<file path="config.mk">
export PLATFORM = sky130hd
export DESIGN_NAME = ppp_port
export DESIGN_NICKNAME = d
export VERILOG_FILES = /design/src/ppp_sync.v /design/src/ppp_port.v
export VERILOG_INCLUDE_DIRS = /design/src
export SDC_FILE = /design/constraint.sdc
export NUM_CORES = 1
export LEC_CHECK = 0
export CAP_MARGIN = 10
export CORE_MARGIN = 2
export CORE_UTILIZATION = 42
export CTS_BUF_LIST = sky130_fd_sc_hd__clkbuf_4 sky130_fd_sc_hd__clkbuf_8
export DETAILED_ROUTE_END_ITERATION = 10
export DONT_BUFFER_PORTS = 1
export PLACE_DENSITY = 0.64
export RECOVER_POWER = 50
export SYNTH_ARGS = -nofsm -noshare
export SYNTH_HDL_FRONTEND = slang
export SYNTH_SLANG_ARGS = --single-unit
</file>
<file path="constraint.sdc">
create_clock -name core_clk -period 2.8 [get_ports core_clk]
set_input_delay 0.56 -clock core_clk [delete_from_list [all_inputs] [get_ports core_clk]]
set_output_delay 0.56 -clock core_clk [all_outputs]
set_load 0.01 [all_outputs]
</file>
<file path="src/ppp_consts.vh">
// Purpose: Constants for the programmable parallel port
// Assumes: Included by every design file of the block
// Notes: Offsets are byte addresses on the plain register port
`ifndef PPP_CONSTS_VH
`define PPP_CONSTS_VH

// Register offsets
`define PPP_OFS_PA 2'H0
`define PPP_OFS_PB 2'H1
`define PPP_OFS_PC 2'H2
`define PPP_OFS_CW 2'H3

// Control word fields
`define PPP_CW_SEL 7
`define PPP_CW_A_M2 6
`define PPP_CW_A_M1 5
`define PPP_CW_PA_IN 4
`define PPP_CW_PCU_IN 3
`define PPP_CW_B_M1 2
`define PPP_CW_PB_IN 1
`define PPP_CW_PCL_IN 0
`define PPP_CW_RST 8'H9B

// Bit set/reset fields
`define PPP_BSR_HI 3
`define PPP_BSR_LO 1
`define PPP_BSR_VAL 0

// Third-port line roles
`define PPP_PC_INT_REQUEST_B 0
`define PPP_PC_HS_B 1
`define PPP_PC_STB_B 2
`define PPP_PC_INT_REQUEST_A 3
`define PPP_PC_STB_A 4
`define PPP_PC_IBF_A 5
`define PPP_PC_ACK_A 6
`define PPP_PC_OBF_A 7

// Bit set/reset codes of the enable flags
`define PPP_BSR_INT_ENABLE_FLAG_AI 3'H4
`define PPP_BSR_INT_ENABLE_FLAG_AO 3'H6
`define PPP_BSR_INT_ENABLE_FLAG_B 3'H2

// Common values
`define PPP_ONES 8'HFF
`define PPP_ZERO 8'H00
`define PPP_NIB_ONES 4'HF
`define PPP_NIB_ZERO 4'H0
`define PPP_IDLE 1'B1

`endif

</file>
<file path="src/ppp_sync.v">
// Purpose: Two-stage synchroniser with edge detect
// Assumes: Input idles high
// Notes: First stage feeds only the second stage
`timescale 1ns/100ps
`include "ppp_consts.vh"

module ppp_sync
(
   // Clock and reset
   input wire core_clk,
   input wire sys_rst,
   // Raw input
   input wire din,
   // Synchronised level and edges
   output reg level,
   output wire rise,
   output wire fall
);

reg meta;
reg level_d;

always @(posedge core_clk)
begin
   if (sys_rst)
   begin
      meta <= `PPP_IDLE;
      level <= `PPP_IDLE;
      level_d <= `PPP_IDLE;
   end
   else
   begin
      meta <= din;
      level <= meta;
      level_d <= level;
   end
end

assign rise = level & ~level_d;
assign fall = ~level & level_d;

endmodule // ppp_sync

</file>
<file path="src/ppp_port.v">
// Purpose: Three-port parallel interface with handshakes
// Assumes: Host strobes are one cycle and synchronous
// Notes: Reads return data in the cycle after the strobe
//
// Summary of operation
// RQ1: Basic mode: four sections, one means input
// RQ2: Strobed mode forms two port groups
// RQ3: Strobed data ports latch either direction
// RQ4: Load strobe low loads the input latch
// RQ5: Buffer-full set by strobe, cleared after read
// RQ6: Input request set after strobe, read clears
// RQ7: Input enables on third-port bits 4 and 2
// RQ8: Write drives output-full low, accept clears
// RQ9: Peripheral pulls accept low after taking data
// RQ10: Output request set when accepted, write clears
// RQ11: Output enables on third-port bits 6 and 2
// RQ12: Bidirectional mode uses first port, five lines
// RQ13: Bidirectional mode latches both directions
// RQ14: First port driven only while accept low
// RQ15: Bidirectional flags follow write and strobe
// RQ16: Bidirectional enables on bits 6 and 4
// RQ17: One request serves both bidirectional sides
// RQ18: Mode write clears outputs and status flags
// RQ19: Mode write and reset clear all enables
// RQ20: Reset makes all lines inputs, held high
// RQ21: Bit set enables, bit reset disables
// RQ22: Strobes synchronised and edge detected first; the port uses the synchronised levels, and rise and fall are left unconnected
`timescale 1ns/100ps
`include "ppp_consts.vh"

module ppp_port
(
   // Clock and reset
   input wire core_clk,
   input wire sys_rst,
   // Register port
   input wire [1:0] reg_addr,
   input wire [7:0] reg_wdata,
   input wire reg_wr,
   input wire reg_rd,
   output reg [7:0] reg_rdata,
   // First port
   input wire [7:0] pa_in,
   output reg [7:0] pa_out,
   output reg [7:0] pa_oe,
   // Second port
   input wire [7:0] pb_in,
   output reg [7:0] pb_out,
   output reg [7:0] pb_oe,
   // Third port
   input wire [7:0] pc_in,
   output reg [7:0] pc_out,
   output reg [7:0] pc_oe
);

////////////////////////////////////////////////////////////////
// Control state

reg [7:0] cw;
reg [7:0] out_a;
reg [7:0] out_b;
reg [7:0] in_a;
reg [7:0] in_b;
reg [7:0] pc_latch;
reg input_side_int_enable;
reg output_side_int_enable;
reg int_enable_flag_b;
reg input_buffer_full_a;
reg input_buffer_full_b;
reg output_buffer_full_n_a;
reg output_buffer_full_n_b;
reg int_request_ai;
reg int_request_ao;
reg int_request_b;
reg rd_a_d;
reg rd_b_d;
reg wr_a_d;
reg wr_b_d;

wire load_strobe_n_a;
wire accept_n_a;
wire hs_n_b;

////////////////////////////////////////////////////////////////
// Strobe synchronisers

ppp_sync u_stb_a
(
   .core_clk(core_clk),
   .sys_rst(sys_rst),
   .din(pc_in[`PPP_PC_STB_A]),
   .level(load_strobe_n_a),
   .rise(),
   .fall()
); // RQ22

ppp_sync u_ack_a
(
   .core_clk(core_clk),
   .sys_rst(sys_rst),
   .din(pc_in[`PPP_PC_ACK_A]),
   .level(accept_n_a),
   .rise(),
   .fall()
); // RQ22

ppp_sync u_hs_b
(
   .core_clk(core_clk),
   .sys_rst(sys_rst),
   .din(pc_in[`PPP_PC_STB_B]),
   .level(hs_n_b),
   .rise(),
   .fall()
); // RQ22

////////////////////////////////////////////////////////////////
// Mode decode

wire a_m2 = cw[`PPP_CW_A_M2]; // RQ12
wire a_m1 = ~a_m2 & cw[`PPP_CW_A_M1]; // RQ2
wire b_m1 = cw[`PPP_CW_B_M1]; // RQ2
wire a_in = cw[`PPP_CW_PA_IN];
wire b_in = cw[`PPP_CW_PB_IN];
wire a_rx = (a_m1 & a_in) | a_m2;
wire a_tx = (a_m1 & ~a_in) | a_m2;
wire b_rx = b_m1 & b_in;
wire b_tx = b_m1 & ~b_in;

wire wr_cw = reg_wr & (reg_addr == `PPP_OFS_CW);
wire mode_set = wr_cw & reg_wdata[`PPP_CW_SEL];
wire bsr = wr_cw & ~reg_wdata[`PPP_CW_SEL];
wire [2:0] bsr_bit = reg_wdata[`PPP_BSR_HI:`PPP_BSR_LO];
wire bsr_val = reg_wdata[`PPP_BSR_VAL];
wire rd_a = reg_rd & (reg_addr == `PPP_OFS_PA);
wire rd_b = reg_rd & (reg_addr == `PPP_OFS_PB);
wire wr_a = reg_wr & (reg_addr == `PPP_OFS_PA);
wire wr_b = reg_wr & (reg_addr == `PPP_OFS_PB);
wire wr_c = reg_wr & (reg_addr == `PPP_OFS_PC);

////////////////////////////////////////////////////////////////
// Mode word, enables and output latches

always @(posedge core_clk)
begin
   if (sys_rst)
   begin
      cw <= `PPP_CW_RST; // RQ20
      out_a <= `PPP_ZERO;
      out_b <= `PPP_ZERO;
      pc_latch <= `PPP_ZERO;
      input_side_int_enable <= 1'B0; // RQ19
      output_side_int_enable <= 1'B0; // RQ19
      int_enable_flag_b <= 1'B0; // RQ19
   end
   else if (mode_set)
   begin
      cw <= reg_wdata;
      out_a <= `PPP_ZERO; // RQ18
      out_b <= `PPP_ZERO; // RQ18
      pc_latch <= `PPP_ZERO; // RQ18
      input_side_int_enable <= 1'B0; // RQ19
      output_side_int_enable <= 1'B0; // RQ19
      int_enable_flag_b <= 1'B0; // RQ19
   end
   else
   begin
      if (wr_a)
      begin
         out_a <= reg_wdata; // RQ3 RQ13
      end
      if (wr_b)
      begin
         out_b <= reg_wdata; // RQ3
      end
      if (wr_c)
      begin
         pc_latch <= reg_wdata;
      end
      if (bsr)
      begin
         pc_latch[bsr_bit] <= bsr_val;
         // Enable flags sit on the strobe and accept positions
         if (bsr_bit == `PPP_BSR_INT_ENABLE_FLAG_AI)
         begin
            input_side_int_enable <= bsr_val; // RQ7 RQ16 RQ21
         end
         if (bsr_bit == `PPP_BSR_INT_ENABLE_FLAG_AO)
         begin
            output_side_int_enable <= bsr_val; // RQ11 RQ16 RQ21
         end
         if (bsr_bit == `PPP_BSR_INT_ENABLE_FLAG_B)
         begin
            int_enable_flag_b <= bsr_val; // RQ7 RQ11 RQ21
         end
      end
   end
end

////////////////////////////////////////////////////////////////
// Strobe edges of the host bus

always @(posedge core_clk)
begin
   if (sys_rst)
   begin
      rd_a_d <= 1'B0;
      rd_b_d <= 1'B0;
      wr_a_d <= 1'B0;
      wr_b_d <= 1'B0;
   end
   else
   begin
      // Cycle after the strobe stands for its rising edge
      rd_a_d <= rd_a; // RQ22
      rd_b_d <= rd_b; // RQ22
      wr_a_d <= wr_a; // RQ22
      wr_b_d <= wr_b; // RQ22
   end
end

////////////////////////////////////////////////////////////////
// Group A handshake

always @(posedge core_clk)
begin
   if (sys_rst || mode_set)
   begin
      in_a <= `PPP_ZERO;
      input_buffer_full_a <= 1'B0; // RQ18
      output_buffer_full_n_a <= 1'B1; // RQ18
      int_request_ai <= 1'B0; // RQ18
      int_request_ao <= 1'B0; // RQ18
   end
   else
   begin
      if (a_rx && !load_strobe_n_a)
      begin
         in_a <= pa_in; // RQ4 RQ13
      end
      // Strobe wins over a read clearing the flag
      if (a_rx && !load_strobe_n_a)
      begin
         input_buffer_full_a <= 1'B1; // RQ5 RQ15
      end
      else if (rd_a_d)
      begin
         input_buffer_full_a <= 1'B0; // RQ5
      end
      if (rd_a)
      begin
         int_request_ai <= 1'B0; // RQ6
      end
      else if (a_rx && load_strobe_n_a && input_buffer_full_a &&
         input_side_int_enable && !rd_a_d)
      begin
         int_request_ai <= 1'B1; // RQ6
      end
      // Write wins over an accept in the same cycle
      if (a_tx && wr_a_d)
      begin
         output_buffer_full_n_a <= 1'B0; // RQ8 RQ15
      end
      else if (a_tx && !accept_n_a)
      begin
         output_buffer_full_n_a <= 1'B1; // RQ8 RQ9
      end
      if (wr_a)
      begin
         int_request_ao <= 1'B0; // RQ10
      end
      else if (a_tx && accept_n_a && output_buffer_full_n_a &&
         output_side_int_enable && !wr_a_d)
      begin
         int_request_ao <= 1'B1; // RQ10
      end
   end
end

////////////////////////////////////////////////////////////////
// Group B handshake

always @(posedge core_clk)
begin
   if (sys_rst || mode_set)
   begin
      in_b <= `PPP_ZERO;
      input_buffer_full_b <= 1'B0; // RQ18
      output_buffer_full_n_b <= 1'B1; // RQ18
      int_request_b <= 1'B0; // RQ18
   end
   else
   begin
      if (b_rx && !hs_n_b)
      begin
         in_b <= pb_in; // RQ4
         input_buffer_full_b <= 1'B1; // RQ5
      end
      else if (rd_b_d)
      begin
         input_buffer_full_b <= 1'B0; // RQ5
      end
      if (b_tx && wr_b_d)
      begin
         output_buffer_full_n_b <= 1'B0; // RQ8
      end
      else if (b_tx && !hs_n_b)
      begin
         output_buffer_full_n_b <= 1'B1; // RQ8 RQ9
      end
      if ((b_rx && rd_b) || (b_tx && wr_b))
      begin
         int_request_b <= 1'B0; // RQ6 RQ10
      end
      else if (b_rx && hs_n_b && input_buffer_full_b &&
         int_enable_flag_b && !rd_b_d)
      begin
         int_request_b <= 1'B1; // RQ6
      end
      else if (b_tx && hs_n_b && output_buffer_full_n_b &&
         int_enable_flag_b && !wr_b_d)
      begin
         int_request_b <= 1'B1; // RQ10
      end
   end
end

////////////////////////////////////////////////////////////////
// Pin drive

reg [7:0] next_pa_oe;
reg [7:0] next_pb_oe;
reg [7:0] next_pc_out;
reg [7:0] next_pc_oe;

always @*
begin
   next_pa_oe = a_in ? `PPP_ZERO : `PPP_ONES; // RQ1 RQ3
   if (a_m2)
   begin
      next_pa_oe = accept_n_a ? `PPP_ZERO : `PPP_ONES; // RQ14
   end
   next_pb_oe = b_in ? `PPP_ZERO : `PPP_ONES; // RQ1 RQ3
   next_pc_out = pc_latch;
   next_pc_oe[7:4] = cw[`PPP_CW_PCU_IN] ?
      `PPP_NIB_ZERO : `PPP_NIB_ONES; // RQ1
   next_pc_oe[3:0] = cw[`PPP_CW_PCL_IN] ?
      `PPP_NIB_ZERO : `PPP_NIB_ONES; // RQ1
   if (b_m1)
   begin
      next_pc_out[`PPP_PC_INT_REQUEST_B] = int_request_b; // RQ2
      next_pc_out[`PPP_PC_HS_B] = b_in ?
         input_buffer_full_b : output_buffer_full_n_b;
      next_pc_oe[`PPP_PC_INT_REQUEST_B] = 1'B1;
      next_pc_oe[`PPP_PC_HS_B] = 1'B1;
      next_pc_oe[`PPP_PC_STB_B] = 1'B0;
   end
   if (a_rx)
   begin
      next_pc_out[`PPP_PC_IBF_A] = input_buffer_full_a; // RQ5
      next_pc_oe[`PPP_PC_IBF_A] = 1'B1;
      next_pc_oe[`PPP_PC_STB_A] = 1'B0;
   end
   if (a_tx)
   begin
      next_pc_out[`PPP_PC_OBF_A] = output_buffer_full_n_a; // RQ8
      next_pc_oe[`PPP_PC_OBF_A] = 1'B1;
      next_pc_oe[`PPP_PC_ACK_A] = 1'B0;
   end
   if (a_rx || a_tx)
   begin
      // One shared request line for group A
      next_pc_out[`PPP_PC_INT_REQUEST_A] = int_request_ai |
         int_request_ao; // RQ17
      next_pc_oe[`PPP_PC_INT_REQUEST_A] = 1'B1; // RQ12
   end
end

always @(posedge core_clk)
begin
   if (sys_rst)
   begin
      pa_out <= `PPP_ONES; // RQ20
      pa_oe <= `PPP_ZERO; // RQ20
      pb_out <= `PPP_ONES; // RQ20
      pb_oe <= `PPP_ZERO; // RQ20
      pc_out <= `PPP_ONES; // RQ20
      pc_oe <= `PPP_ZERO; // RQ20
   end
   else
   begin
      pa_out <= out_a;
      pa_oe <= next_pa_oe;
      pb_out <= out_b;
      pb_oe <= next_pb_oe;
      pc_out <= next_pc_out;
      pc_oe <= next_pc_oe;
   end
end

////////////////////////////////////////////////////////////////
// Register read

reg [7:0] pc_view;
reg [7:0] next_rdata;

always @*
begin
   pc_view = (pc_in & ~pc_oe) | (pc_out & pc_oe);
   // Flags replace the strobe and accept lines
   if (a_rx)
   begin
      pc_view[`PPP_PC_STB_A] = input_side_int_enable;
   end
   if (a_tx)
   begin
      pc_view[`PPP_PC_ACK_A] = output_side_int_enable;
   end
   if (b_m1)
   begin
      pc_view[`PPP_PC_STB_B] = int_enable_flag_b;
   end
   next_rdata = `PPP_ZERO;
   if (reg_addr == `PPP_OFS_PA)
   begin
      if (a_rx)
      begin
         next_rdata = in_a; // RQ13
      end
      else if (a_in)
      begin
         next_rdata = pa_in; // RQ1
      end
      else
      begin
         next_rdata = out_a;
      end
   end
   else if (reg_addr == `PPP_OFS_PB)
   begin
      if (b_rx)
      begin
         next_rdata = in_b; // RQ3
      end
      else if (b_in)
      begin
         next_rdata = pb_in; // RQ1
      end
      else
      begin
         next_rdata = out_b;
      end
   end
   else if (reg_addr == `PPP_OFS_PC)
   begin
      next_rdata = pc_view;
   end
end

always @(posedge core_clk)
begin
   if (sys_rst)
   begin
      reg_rdata <= `PPP_ZERO;
   end
   else if (reg_rd)
   begin
      reg_rdata <= next_rdata;
   end
   else
   begin
      reg_rdata <= `PPP_ZERO;
   end
end

endmodule // ppp_port

</file>
==> results.yml, run 1 <==
grt:
  grt_pass1_wl_um: 17100
  overflow: 0
  grt_max_degree: 51
  antenna_found_initial: 0
  first_global_vias: 3128
  grtUsageTotal_pct: 19.5
synthesis:
  ys_top_cells_by_area: "dfxtp_1 49%, mux2i_1 9.3%, nand2_1 6.0%, a21oi_1 4.1%, or2_2 3.6%"
  syn_area_um2: 4390
  ys_types: 41
  ys_seq_elements: 108
  synth_top_cell_by_area: "dfxtp_1"
  syn_inst: 484
  synth_nets: 522
  synth_most_common_cell: "dfxtp_1"
  synthTopCellsByCount: "108 x dfxtp_1, 70 x nand2_1, 41 x mux2i_1, 40 x nor2_1, 36 x a21oi_1"
  synth_warnings: 0
  synth_top_area_share_pct: 49.2
  synth_edf_count: 0
  synth.avg_cell_area_um2: 9.08
  synthArstFlopShare_pct: 0
  ys_seq_area_share_pct: 49.2
  synthFlopType: "dfxtp_1"
timing:
  finalSetupViolCount: 0
  hold_violations: 0
  period_share_pct: 78.8
  rsz0062_at_grt: "false"
  slew_headroom_pct: 36.0
  fin_setup_tns_ns: 0
  fmax_ghz: 0.453
  clock_skew_ns: 0.00622
  slew_viol_final: 0
  worst_pin_slew_ns: 0.960
  period_minus_slack_ns: 2.21
worst_setup_path:
  worstPathMaxFanout: 16
  crit_arrival_ns: 2.46
  startpoint_type: "flip-flop"
  crit_required_ns: 3.05
  criticalPathCategory: "flip-flop to flip-flop"
  end_kind: "flip-flop"
  regToRegSetupSlack_ns: 0.59
cts:
  postCtsHoldBufs: 0
  cts_num_sinks: 108
  cts_tree: "yes"
  clock_latency_ns: 0.36
  postCtsSetupRepairBufs: 0
  ctsResizeCount: 0
  path_clk_slew_ns: 0.10
  clk_path_buf_depth: 2
  htree_levels: 3
  cts_buffers: 9
  cts_root_buffer: "clkbuf_8"
place:
  place_area_um2: 4340
  hpwl_um: 7740
  gp_congestion: 0.833
  numPortBuffers: 0
floorplan:
  top_level_ports: 94
  core_area_um2: 10200
  rows: 37
  initial_core_util_pct: 42.9
  die_w_um: 106
  die_area_um2: 11300
  die_y_um: 106
route:
  vias: 3308
  wire_per_inst_um: 18.4
  first_pass_iters: 4
  wirelength_um: 10900
  antenna_left: 0
  drc: 0
  drt-vias-per-instance: 5.60
  drtIter0Drc: 218
layout:
  multi_input_area_um2: 1940
  area_growth_pct: 3.05
  fin_nets: 488
  fin_area_um2: 4530
  regArea_um2: 2160
  diodes: 0
  fill_cells: 985
  drive_above_1_share_pct: 12.5
pwr:
  p_leak_uw: 0.00184
  vdd_drop_max_v: 0.000289
  finalPower_uw: 2770
  power_density_nw_per_um2: 611
outcome:
  status: "finished clean"
hold_path:
  hold_class: "primary input to flip-flop"
job:
  cap_violations: 0
cell families (layout without fill, tap and decap cells):
family	count (synthesis)	in the layout	share of synthesized area (%)
buffers and inverters	55	26	6.66
AO/OA/AOI/OAI	88	88	12.4
flip-flops	108	108	49.2
multiplexers	50	50	11.6
AND/OR/NAND/NOR	183	183	20.1
power by group:
group          switching [µW]  internal [µW]
combinational            92.7           76.7
sequential               57.5           1590
clock                     512            439
worst paths after layout:
check                     from             to  cells past startpoint
setup reg to reg         cw[2]        in_b[6]                      4
hold / removal         sys_rst         wr_b_d                      1
setup / recovery         cw[2]        in_b[6]                      4
hold reg to reg   u_ack_a.meta  u_ack_a.level                      1
state kept, by name (all words and copies together) (netlist names), 7 cells and up:
name / flops
pb_out: 8
pc_latch: 8
in_b: 8
out_b: 8
in_a: 8
out_a: 8
reg_rdata: 8
pc_out: 8
pc_oe: 7
cw: 7
pa_out: 8
final cells by class:
cell class / count / area share (%)
Clock buffer: 11 / 3.07
Clock inverter: 5 / 1.35
Inverter: 4 / 0.332
Multi-Input combinational cell: 321 / 42.9
Sequential cell: 108 / 47.7
Tap cell: 136 / 3.76
Timing Repair Buffer: 6 / 0.829
metal layers:
metal  share of wire (%)  global-route usage [%]  vias up
met1                  44                    26.1     1592
met2                  47                    31.6      138
met5                   0                       0        -
li1                    -                       -     1574
met4                0.44                    4.04        0
met3                 8.3                    5.46        4
critical path, cell delays in order, from the launching register on:
cell and delay, ns:
dfxtp_1 0.33, clkbuf_1 0.71, nand3b_1 0.66, mux2i_1 0.32
nor2_1 0.07
per-stage QoR:
step,std cells,hold WS [ns],util [%],worst slack [ns]
after floorplan,484,0.389,-,1.17
after global placement,575,0.392,42.4,0.982
after detailed placement,575,0.396,42.4,0.930
after CTS,591,0.245,44.3,0.909
after global routing,591,0.234,44.3,0.454
final,591,0.265,44.3,0.593
placed cells by master, fill, tap and decap left out, types with 2 or more instances in the layout:
| cell type | netlist | routed |
|---|---|---|
| a211o_1 | 5 | 5 |
| a211oi_1 | 5 | 5 |
| a21oi_1 | 36 | 35 |
| a31oi_1 | 8 | 8 |
| and2_1 | 2 | 2 |
| and4b_1 | 2 | 2 |
| buf_4 | 17 | 4 |
| clkbuf_1 | 16 | 2 |
| clkbuf_4 | 0 | 2 |
| clkbuf_8 | 0 | 9 |
| clkinv_4 | 0 | 2 |
| dfxtp_1 | 108 | 108 |
| inv_1 | 4 | 4 |
| mux2_2 | 9 | 9 |
| mux2i_1 | 41 | 41 |
| nand2_1 | 70 | 70 |
| nand2b_1 | 6 | 6 |
| nand3_1 | 9 | 9 |
| nand3b_1 | 6 | 6 |
| nand4_1 | 2 | 2 |
| nand4b_1 | 3 | 3 |
| nor2_1 | 40 | 40 |
| nor2b_1 | 3 | 3 |
| nor3_1 | 8 | 8 |
| o211ai_1 | 15 | 15 |
| o21ai_0 | 10 | 10 |
| o21bai_1 | 2 | 2 |
| or2_2 | 25 | 25 |
(Power assumes the default switching activity.)
==> run 2: changes to the inputs <==
- ABC_AREA: not set -> 1
- PLACE_DENSITY: 0.64 -> 0.67
- clock period: 2.8 -> 2 ns (I/O delays scaled with it)
==> run 2 against run 1 <==
Cell count grew 32%. Utilization rose by 0.19 points. Combinational power up 75%. Critical endpoint is now out_a[4]. Critical path depth grew 1. Largest cell class unchanged. Global-route usage grew 1.3 points. Synthesized cell count grew 34%. Worst setup slack got worse by 0.36 ns.
==> results.yml, run 2 <==
worst_setup_path:
  cp.depth: 5
  criticalPathCategory: "primary input to flip-flop"
  worstPathMaxFanout: 20
  r2r_cells: 6
  startpoint_type: "primary input"
  critPathTopFamily: "simple AND/OR/NAND/NOR gates"
  crit_required_ns: 2.24
  regToRegSetupSlack_ns: 0.36
  rr_startpoint: "cw[1]"
  timing.rr.end: "reg_rdata[5]"
  end_kind: "flip-flop"
  crit_chain: "nand3_1 > nor2_1 > nor2_1 > inv_1 > a21oi_1"
  crit_arrival_ns: 2.01
  cp_slowest_cell: "inv_1"
  critPathBufInv: 1
  max_stage_delay_ns: 0.65
  crit_path_frequent_cell: "nor2_1"
layout:
  diodes: 0
  fin_area_um2: 4800
  final_cell_mix: "220 x nand2_1, 108 x dfxtp_1, 76 x inv_1"
  area_growth_pct: 3.79
  drive_above_1_share_pct: 8.62
  fin_nets: 671
  final_common_cell: "nand2_1"
grt:
  first_global_vias: 3680
  grt_max_degree: 38
  overflow: 0
  grt_pass1_wl_um: 18700
  antenna_found_initial: 0
  grtUsageTotal_pct: 20.9
hold_path:
  hold_class: "primary input to flip-flop"
  worst_hold_path.endpoint: "wr_a_d"
  hold_depth: 1
  hp-start: "sys_rst"
timing:
  period_share_pct: 88.3
  period_minus_slack_ns: 1.77
  finalSetupViolCount: 0
  hold_slack_ns: 0.0800
  slew_headroom_pct: 47.9
  fmax_ghz: 0.566
  slew_viol_final: 0
  worst_pin_slew_ns: 0.781
  rsz0062_at_grt: "false"
  worst_slack_ns: 0.233
  clock_skew_ns: 0.00887
  fin_setup_tns_ns: 0
  hold_violations: 0
cts:
  cts_root_buffer: "clkbuf_8"
  path_clk_slew_ns: 0.11
  clock_latency_ns: 0.38
  postCtsSetupRepairBufs: 0
  cts_buffers: 9
  ctsResizeCount: 0
  clk_path_buf_depth: 2
  postCtsHoldBufs: 0
  htree_levels: 3
  cts_num_sinks: 108
  cts_tree: "yes"
synthesis:
  syn_inst: 650
  synth_top_cell_by_area: "dfxtp_1"
  synthArstFlopShare_pct: 0
  synth.avg_cell_area_um2: 7.11
  synth_nets: 688
  syn_area_um2: 4620
  ys_seq_area_share_pct: 46.8
  ys_types: 27
  synth_most_common_cell: "nand2_1"
  ys_seq_elements: 108
  synth_edf_count: 0
  synth_warnings: 0
  ys_top_cells_by_area: "dfxtp_1 47%, nand2_1 18%, inv_1 6.0%, a21oi_1 4.5%, nor2_1 4.1%"
  synth_top_area_share_pct: 46.8
  synthTopCellsByCount: "220 x nand2_1, 108 x dfxtp_1, 74 x inv_1, 50 x nor2_1, 42 x a21oi_1"
  synthFlopType: "dfxtp_1"
route:
  vias: 3891
  wirelength_um: 11900
  drt-vias-per-instance: 5.00
  drc: 0
  drtIter0Drc: 299
  wire_per_inst_um: 15.3
  antenna_left: 0
  first_pass_iters: 6
floorplan:
  die_w_um: 109
  core_area_um2: 10800
  top_level_ports: 94
  die_y_um: 109
  rows: 38
  initial_core_util_pct: 42.8
  die_area_um2: 11900
pwr:
  power_density_nw_per_um2: 860
  vdd_drop_max_v: 0.000367
  p_leak_uw: 0.00223
place:
  numPortBuffers: 0
  dp_slack_ns: 0.428
  gp_congestion: 0.884
  hpwl_um: 9060
  place_area_um2: 4600
outcome:
  status: "finished clean"
job:
  cap_violations: 0
[run 2: worst register-to-register path, stage by stage, from the launching register on]
cell and delay (ns):
dfxtp_1 0.62, clkinv_1 0.35, nor2_1 0.24, nand2_1 0.07
nand3_1 0.10, nand2_1 0.06, a21oi_1 0.15
[run 2: logic make-up after synthesis]
group	count (synthesis)	synth area share [%]
simple gates	340	30.9
buf+inv	115	12.0
flops	108	46.8
compound gates	87	10.3
[run 2: area by class of cell]
type | instances | area [µm²]
Timing Repair Buffer | 8 | 50.0
Clock inverter | 6 | 95.1
Sequential cell | 108 | 2160
Multi-Input combinational cell | 427 | 1880
Tap cell | 140 | 175
Fill cell | 1116 | 6000
Inverter | 79 | 298
Clock buffer | 10 | 138
[run 2: per-stage QoR]
step	std cells	utilization, %	total power [µW]
6_report	778	44.4	4130
5_1_grt	778	44.4	4290
3_5_place_dp	762	42.7	2650
4_1_cts	778	44.8	4150
2_1_floorplan	650	-	2600
3_3_place_gp	762	42.7	2650
[run 2: worst max-delay path by stage]
stage	end	from
detailed placement	reg_rdata[5]	cw[1]
floorplan	in_b[0]	cw[2]
CTS	reg_rdata[5]	cw[1]
finish	out_a[4]	reg_addr[0]
global placement	reg_rdata[5]	cw[1]
global route	out_a[4]	reg_addr[0]
[run 2: per-layer routing]
metal | part of all wire [%] | global-route usage, %
met5 | 0 | 0
met1 | 43 | 26.9
met3 | 8.5 | 5.86
met4 | 1.9 | 7.23
met2 | 46 | 33.5
[run 2: report_power, final]
group / switching (µW) / internal, µW
combinational: 196 / 99.5
clock: 782 / 750
sequential: 70.1 / 2230
total: 1050 / 3080
